--- config.mk ---
export PLATFORM = sky130hd
export DESIGN_NAME = kms_scanner
export DESIGN_NICKNAME = d
export VERILOG_FILES = /design/src/hdl/kms_pkg.sv /design/src/hdl/kms_scanner.sv
export SDC_FILE = /design/constraint.sdc
export NUM_CORES = 1
export LEC_CHECK = 0
export ABC_CLOCK_PERIOD_IN_PS = 23700
export BUFFER_PORTS_ARGS = -buffer_cell sky130_fd_sc_hd__buf_2
export CAP_MARGIN = 10
export CORE_ASPECT_RATIO = 0.5
export CORE_MARGIN = 3
export CORE_UTILIZATION = 45
export DETAILED_ROUTE_END_ITERATION = 7
export GPL_TIMING_DRIVEN = 0
export PLACE_DENSITY = 0.74
export SLEW_MARGIN = 20
export SYNTH_ARGS = -nofsm -noshare
export SYNTH_HDL_FRONTEND = slang
export SYNTH_SLANG_ARGS = --single-unit
export TNS_END_PERCENT = 1
--- constraint.sdc ---
create_clock -name clk -period 23.7 [get_ports clk]
set_input_delay 4.74 -clock clk [delete_from_list [all_inputs] [get_ports clk]]
set_output_delay 4.74 -clock clk [all_outputs]
set_load 0.01 [all_outputs]
--- src/hdl/kms_pkg.sv ---
// Summary of operation
// - Key at scan line r, return column c is key bit r*5+c+1; pressed reads 1.
// - 20-key matrix clears key bits 1..10; 25-key matrix clears bits 1..5.
// - First power-save mode clears key bits 1..25; second clears bits 1..20.
// - Chip-enable rising with serial clock low selects key-data output.
// - After bit 30 one power-save indicator bit follows: 1 in power save.
// - One scan pass over the matrix lasts 288 oscillator periods.
// - Two agreeing scans with a key pressed pull the request low at 577 periods.
// - While the request is asserted scanning halts and latched keys stay.
// - Disagreeing scans with a key still pressed start another pair of scans.
// - Scan period and request delay do not depend on the pin sharing choice.
// - Normal mode: scan lines idle high, drive patterns while scanning.
// - Host writing while request is low sees the output high while enable high.
// - A completed key-data read releases the request and rearms scanning.
// - Power save: idle lines follow the select bits; a press wakes scanning.
// - Completing a read in power save does not leave power save.
// - With several unmasked keys latched all scan lines are driven high during the hold.
// - Serially written settings take effect only at the chip-enable edge.
// - Frames accepted in any order; frame 1 first sets the quarter status bit only.
// - Press to request takes at least 577 periods, 1153 with one retry.
// - All scan timing counts are in oscillator periods.
// - Either select bit set enters power save; both clear leaves it.
package kms_pkg;
   localparam int KMS_ROWS = 6;
   localparam int KMS_COLS = 5;
   localparam int KMS_KEYS = 30;
   localparam int KMS_READ_BITS = 31;
   // Timing in oscillator periods
   localparam int KMS_SCAN_T = 288;
   localparam int KMS_ROW_T = KMS_SCAN_T / KMS_ROWS;
   localparam int KMS_REQ_T = 577;
   // Register word offsets (byte addresses)
   localparam logic [3:0] KMS_OFS_CONTROL = 4'h0;
   localparam logic [3:0] KMS_OFS_STATUS = 4'h4;
   localparam logic [3:0] KMS_OFS_KEYS = 4'h8;
   // Control field positions
   localparam int KMS_CTL_SIZE = 0;
   localparam int KMS_CTL_PS_A = 2;
   localparam int KMS_CTL_PS_B = 3;
   // Status field positions
   localparam int KMS_STA_REQ = 0;
   localparam int KMS_STA_SCAN = 1;
   localparam int KMS_STA_PS = 2;
   localparam int KMS_STA_QUARTER = 3;
   // Serial control word: [1:0] size, [2] ps_a, [3] ps_b, [7:5] frame number
   localparam int KMS_WR_BITS = 8;
   localparam logic [2:0] KMS_FRAME_ONE = 3'h1;
   localparam logic [1:0] KMS_SIZE_30 = 2'h0;
   localparam logic [1:0] KMS_SIZE_25 = 2'h1;
   localparam logic [1:0] KMS_SIZE_20 = 2'h2;
   localparam logic [1:0] KMS_CTL_RESET = 2'h0;
   typedef enum logic [1:0] {
      KMS_IDLE = 2'b00,
      KMS_SCAN = 2'b01,
      KMS_WAIT = 2'b10,
      KMS_HOLD = 2'b11
   } kms_state_t;
endpackage

--- src/hdl/kms_scanner.sv ---
`timescale 1ns/1ns
module kms_scanner #(
   parameter int OSC_DIV = 4
) (
   // System
   input wire logic clk,
   input wire logic rst,
   // Wishbone slave
   input wire logic wb_cyc,
   input wire logic wb_stb,
   input wire logic wb_we,
   input wire logic [3:0] wb_adr,
   input wire logic [3:0] wb_sel,
   input wire logic [31:0] wb_dat_i,
   output logic [31:0] wb_dat_o,
   output logic wb_ack,
   // Key matrix
   output logic [5:0] scan_line,
   input wire logic [4:0] return_column,
   // Serial link
   input wire logic ce,
   input wire logic scl,
   input wire logic si,
   output logic so_out,
   output logic so_oe
);
   typedef struct packed {
      logic [2:0] s1;
      logic [2:0] s2;
      logic [4:0] c1;
      logic [4:0] c2;
      logic ce_d;
      logic scl_d;
      logic [7:0] div;
      kms_pkg::kms_state_t st;
      logic [9:0] t_cnt;
      logic [5:0] slot;
      logic [2:0] row;
      logic pass;
      logic [29:0] first;
      logic [29:0] cur;
      logic [29:0] keys;
      logic request;
      logic rd_mode;
      logic wr_mode;
      logic [30:0] sh;
      logic [7:0] wsh;
      logic [7:0] wcnt;
      logic [1:0] size;
      logic ps_a;
      logic ps_b;
      logic quarter;
      logic frame_seen;
      logic [5:0] lines;
      logic oe;
      logic ack;
      logic [31:0] dat;
   } kms_reg_t;

   kms_reg_t r;
   kms_reg_t next_r;

   logic tick;
   logic ce_v, scl_v, si_v;
   logic ce_rise, ce_fall, scl_rise, scl_fall;
   logic [29:0] sampled;
   logic [29:0] mask;
   logic [29:0] shown;
   logic psave, ps2, any_key, multi;
   logic access;

   always_comb begin
      ce_v = r.s2[0];
      scl_v = r.s2[1];
      si_v = r.s2[2];
      ce_rise = ce_v & ~r.ce_d;
      ce_fall = ~ce_v & r.ce_d;
      scl_rise = scl_v & ~r.scl_d;
      scl_fall = ~scl_v & r.scl_d;
      tick = (r.div == 8'(OSC_DIV - 1));
      psave = r.ps_a | r.ps_b;
      ps2 = r.ps_b;
      any_key = |r.c2;
      // Current row's columns merged into the pass image
      sampled = r.cur;
      sampled[r.row * 5 +: 5] = r.c2;
      // Unused key areas forced to zero on readout and in the multi-key check
      mask = '1;
      if (r.size == kms_pkg::KMS_SIZE_25) begin
         mask[4:0] = '0;
      end
      if (r.size == kms_pkg::KMS_SIZE_20) begin
         mask[9:0] = '0;
      end
      if (psave && !ps2) begin
         mask[24:0] = '0;
      end
      if (psave && ps2) begin
         mask[19:0] = '0;
      end
      shown = r.keys & mask;
      multi = (shown & (shown - 30'd1)) != '0;
      access = wb_cyc & wb_stb & ~r.ack;
   end

   always_comb begin
      next_r = r;
      // Two-flop synchronisers for the link and return-column pins
      next_r.s1 = {si, scl, ce};
      next_r.s2 = r.s1;
      next_r.c1 = return_column;
      next_r.c2 = r.c1;
      next_r.ce_d = ce_v;
      next_r.scl_d = scl_v;
      // Oscillator stands still in idle and hold to mimic power saving
      if (r.st == kms_pkg::KMS_IDLE || r.st == kms_pkg::KMS_HOLD || tick) begin
         next_r.div = '0;
      end else begin
         next_r.div = r.div + 8'd1;
      end

      case (r.st)
         kms_pkg::KMS_IDLE: begin
            if (any_key) begin
               next_r.st = kms_pkg::KMS_SCAN;
               next_r.t_cnt = '0;
               next_r.slot = '0;
               next_r.row = '0;
               next_r.pass = 1'b0;
               next_r.cur = '0;
            end
         end
         kms_pkg::KMS_SCAN: begin
            if (tick) begin
               next_r.t_cnt = r.t_cnt + 10'd1;
               if (r.slot == 6'(kms_pkg::KMS_ROW_T - 1)) begin
                  next_r.slot = '0;
                  next_r.cur = sampled;
                  if (r.row == 3'(kms_pkg::KMS_ROWS - 1)) begin
                     next_r.row = '0;
                     next_r.cur = '0;
                     if (!r.pass) begin
                        next_r.pass = 1'b1;
                        next_r.first = sampled;
                     end else if (sampled == r.first && sampled != '0) begin
                        next_r.keys = sampled;
                        next_r.st = kms_pkg::KMS_WAIT;
                     end else if (sampled != '0 || any_key) begin
                        // Fresh pair; timing is identical for any pin sharing
                        next_r.pass = 1'b0;
                        next_r.t_cnt = '0;
                     end else begin
                        next_r.st = kms_pkg::KMS_IDLE;
                     end
                  end else begin
                     next_r.row = r.row + 3'd1;
                  end
               end else begin
                  next_r.slot = r.slot + 6'd1;
               end
            end
         end
         kms_pkg::KMS_WAIT: begin
            if (tick) begin
               next_r.t_cnt = r.t_cnt + 10'd1;
               if (r.t_cnt == 10'(kms_pkg::KMS_REQ_T - 1)) begin
                  next_r.request = 1'b1;
                  next_r.st = kms_pkg::KMS_HOLD;
               end
            end
         end
         kms_pkg::KMS_HOLD: begin
            // Keys frozen and no scanning until the host has read them
            next_r.keys = r.keys;
         end
         default: begin
            next_r.st = kms_pkg::KMS_IDLE;
         end
      endcase

      // Serial link
      if (ce_rise) begin
         next_r.rd_mode = ~scl_v;
         next_r.wr_mode = scl_v;
         next_r.sh = {psave, shown};
         next_r.wcnt = '0;
      end
      if (r.rd_mode && ce_v && scl_fall) begin
         next_r.sh = {1'b1, r.sh[30:1]};
      end
      if (r.wr_mode && ce_v && scl_rise) begin
         next_r.wsh = {si_v, r.wsh[7:1]};
         if (r.wcnt != 8'hFF) begin
            next_r.wcnt = r.wcnt + 8'd1;
         end
      end
      if (ce_fall) begin
         next_r.rd_mode = 1'b0;
         next_r.wr_mode = 1'b0;
         if (r.rd_mode && r.st == kms_pkg::KMS_HOLD) begin
            // Power-save selects are left as they are
            next_r.request = 1'b0;
            next_r.st = kms_pkg::KMS_IDLE;
         end
         if (r.wr_mode && r.wcnt >= 8'(kms_pkg::KMS_WR_BITS)) begin
            next_r.size = r.wsh[1:0];
            next_r.ps_a = r.wsh[2];
            next_r.ps_b = r.wsh[3];
            if (!r.frame_seen) begin
               next_r.quarter = (r.wsh[7:5] == kms_pkg::KMS_FRAME_ONE);
            end
            next_r.frame_seen = 1'b1;
         end
      end

      // Scan line drive
      if (r.st == kms_pkg::KMS_SCAN) begin
         next_r.lines = 6'(1) << r.row;
      end else if (r.st == kms_pkg::KMS_HOLD && multi) begin
         next_r.lines = '1;
      end else if (psave) begin
         next_r.lines = ps2 ? 6'h30 : 6'h20;
      end else begin
         next_r.lines = '1;
      end

      // Open-drain output: enable pulls the line low
      if (r.rd_mode) begin
         next_r.oe = ~r.sh[0];
      end else if (r.wr_mode && ce_v) begin
         next_r.oe = 1'b0;
      end else begin
         next_r.oe = r.request;
      end

      // Wishbone slave, one wait state
      next_r.ack = access;
      next_r.dat = '0;
      if (access) begin
         case (wb_adr)
            kms_pkg::KMS_OFS_CONTROL: begin
               next_r.dat = {28'h000_0000, r.ps_b, r.ps_a, r.size};
               if (wb_we && wb_sel[0]) begin
                  next_r.size = wb_dat_i[kms_pkg::KMS_CTL_SIZE +: 2];
                  next_r.ps_a = wb_dat_i[kms_pkg::KMS_CTL_PS_A];
                  next_r.ps_b = wb_dat_i[kms_pkg::KMS_CTL_PS_B];
               end
            end
            kms_pkg::KMS_OFS_STATUS: begin
               next_r.dat[kms_pkg::KMS_STA_REQ] = r.request;
               next_r.dat[kms_pkg::KMS_STA_SCAN] = (r.st == kms_pkg::KMS_SCAN);
               next_r.dat[kms_pkg::KMS_STA_PS] = psave;
               next_r.dat[kms_pkg::KMS_STA_QUARTER] = r.quarter;
            end
            kms_pkg::KMS_OFS_KEYS: begin
               next_r.dat = {1'b0, psave, shown};
            end
            default: begin
               next_r.dat = '0;
            end
         endcase
      end
   end

   always_ff @(posedge clk or posedge rst) begin
      if (rst) begin
         r <= '0;
         r.s1 <= 3'h2;
         r.s2 <= 3'h2;
         r.scl_d <= 1'b1;
         r.st <= kms_pkg::KMS_IDLE;
         r.size <= kms_pkg::KMS_CTL_RESET;
         r.sh <= '1;
         r.lines <= '1;
      end else begin
         r <= next_r;
      end
   end

   assign wb_dat_o = r.dat;
   assign wb_ack = r.ack;
   assign scan_line = r.lines;
   assign so_out = 1'b0;
   assign so_oe = r.oe;
endmodule // kms_scanner

==> out/qor.yml <==
run_status:
  status: "completed"
routing:
  drt_first_pass_iters: 5
  viasPerCell: 5.757
  antenna_left: 0
  drt_iter0_markers: 890
  drc: 0
  wl_per_cell_um: 19.26
  via_count: 9615
  wirelength_um: 32160
floorplanning:
  start_util_pct: 46.58
  rows: 41
  dieArea_sq_um: 28610
  die_y_um: 121.1
  core_area_sq_um: 25600
  io_pins: 94
  dieWidth_um: 236.2
cts:
  cts_tree: "built"
  cts_buffers: 22
  postCtsHoldBufs: 0
  clkLatencyLatePin_ns: 0.52
  cts_setup_buffers: 0
  cts-resized-gates: 0
  clkTransAtPathRegs_ns: 0.06
  clock_sinks: 233
  h-tree-depth: 1
  cts_buffer_depth: 3
  root_buffer: "clkbuf_16"
finish:
  fin_util_pct: 52.45
  final_nets: 1385
  antenna_cells: 0
  fin_area_sq_um: 13430
  layout-drive-gt1-share_pct: 16.14
  area_growth_pct: 12.60
  most-common-layout-cells: "dfrtp_1 (193), nand2_1 (125), o21ai_0 (93)"
  nFillCells: 2236
  final_cells: 1670
  mostFrequentLayoutCell: "dfrtp_1"
power:
  finalPower_uw: 900.5
  intPower_uw: 658.4
  ir_drop_mv: 0.03365
  pwr-share-comb_pct: 12.8
  swShare_pct: 26.89
  pwr_density_cell_nw_per_um2: 67.07
  seqPwrFrac_pct: 48.6
  power_frac_clock_pct: 38.6
  p_switching_uw: 242.1
  leakage_nw: 6.382
worst_hold_path:
  hold_path_end: "r[230]"
  hold_class: "flip-flop to flip-flop"
  worstHoldStart: "next_r[230]"
  hold_path_depth: 0
grt:
  grt_pass1_vias: 9513
  antenna_found_initial: 0
  groute.usage.overall_pct: 22.61
  globalRouteOverflowTotal: 0
  grt_max_degree: 85
  grt_first_pass_wirelength_um: 52220
sta:
  setup_viol: 0
  hold_viol_final: 0
  rsz0062_at_grt: "no"
  holdWs_ns: 0.3473
  post-route-min-period_ns: 5.991
  skew_ns: 0.01538
  slew_headroom_pct: 34.87
  worst_slew_pin_slew_ns: 0.9634
  fmax_mhz: 166.9
  setup_ws_ns: 17.71
  tns_ns: 0
  period_share_pct: 25.28
  maxSlewViolCount: 0
synth:
  syn_area_sq_um: 11920
  synth_seq_area_share_pct: 49.32
  synth_cell_types: 75
  ys.flop_type: "dfrtp_1"
  syn_inst: 1224
  synth-seq-cells: 233
  synth-edff-count: 0
  synth_warnings: 0
  syn_avg_cell_area_sq_um: 9.742
  synthArstFlopShare_pct: 100.0
worst_setup_path:
  reg2reg_to: "r[116]"
  path_max_fanout: 1
  worstReg2RegStart: "r[187]"
  worstSetupStartpointType: "flip-flop"
  cp.required_ns: 18.96
  arrival_ns: 1.25
  r2r_cells: 15
  critPathKind: "flip-flop to primary output"
  end_kind: "primary output"
  r2r_slack_ns: 18.33
place:
  placedCellCount: 1630
  hpwl_um: 23500
  io_buffers: 59
  gp_congestion: 0.9882
  dp_slack_ns: 17.26
  placed_cell_area_sq_um: 12720
run:
  drv_cap: 0
-- state kept, by name (all words and copies together), names as in the netlist --
signal     flops
r            183
wb_dat_o      31
next_r         9
scan_line      6
ce_v           1
ps2            1
so_oe          1
wb_ack         1
-- cell type report --
| cell class | count | area [sq um] | share of cell area (%) |
|---|---|---|---|
| timing repair buffer | 61 | 350.3 | 2.609 |
| multi-input combinational | 837 | 5300 | 39.47 |
| clock buffer | 39 | 694.4 | 5.172 |
| tap | 344 | 430.4 | 3.206 |
| sequential | 233 | 5881 | 43.80 |
| clock inverter | 1 | 16.27 | 0.1211 |
| inverter | 60 | 232.7 | 1.733 |
| buffer | 95 | 521.8 | 3.886 |
-- worst max-delay path: stages (launching register included) --
cell and delay [ns]:
dfstp_2 0.52, buf_4 0.09, buf_2 0.12
-- metal layers --
metal / global-route usage, % / vias to the layer above / wire length, um
li1: - / 4428 / -
met5: 0 / - / 0
met4: 6.674 / 0 / 888
met2: 35.11 / 395 / 14230
met1: 33.20 / 4724 / 14750
met3: 3.134 / 68 / 2296
-- power by group through the flow --
stage | logic (mW) | clock network (mW) | registers [mW]
after CTS | 0.114 | 0.352 | 0.437
after global placement | 0.109 | 0 | 0.443
final | 0.115 | 0.348 | 0.438
after global routing | 0.127 | 0.369 | 0.440
after detailed placement | 0.113 | 0 | 0.444
after floorplan | 0.0786 | 0 | 0.440
-- worst max path at each step --
stage,end,slack [ns],from
5_1_grt,r[43],17.53,wb_adr[1]
4_1_cts,scan_line[0],17.70,scan_line[0]
3_3_place_gp,next_r[218],10.34,rst
6_report,scan_line[0],17.71,scan_line[0]
2_1_floorplan,ce_v,12.64,rst
3_5_place_dp,ps2,17.26,wb_adr[1]
-- cell usage after synthesis (all sizes together), types with 20 or more instances --
| library cell | count | area (sq um) |
|---|---|---|
| buf | 48 | 345.3 |
| nand2 | 126 | 475.5 |
| mux2i | 60 | 600.6 |
| xnor2 | 20 | 175.2 |
| nor2 | 84 | 322.8 |
| and3 | 43 | 269.0 |
| o21ai | 93 | 465.5 |
| dfstp | 40 | 1051 |
| dfrtp | 193 | 4830 |
| ha | 22 | 275.3 |
| clkbuf | 47 | 176.4 |
| a31oi | 26 | 162.7 |
| inv | 60 | 225.2 |
| a21oi | 62 | 314.1 |
| nand3 | 28 | 140.1 |
| nor2b | 37 | 231.5 |
-- logic make-up (layout without fill, tap and decap cells) --
logic type,Yosys count,after routing,synth area share (%)
multiplexers,76,76,6.548
flip-flops,233,233,49.32
buffers and inverters,155,256,6.264
AO/OA/AOI/OAI,278,278,14.89
AND/OR/NAND/NOR,421,421,17.81
adder cells (fa/ha/maj),26,26,2.644
other,1,2,0.03145
XOR/XNOR,34,34,2.497
Note: power is estimated with default switching activity, not from simulation.
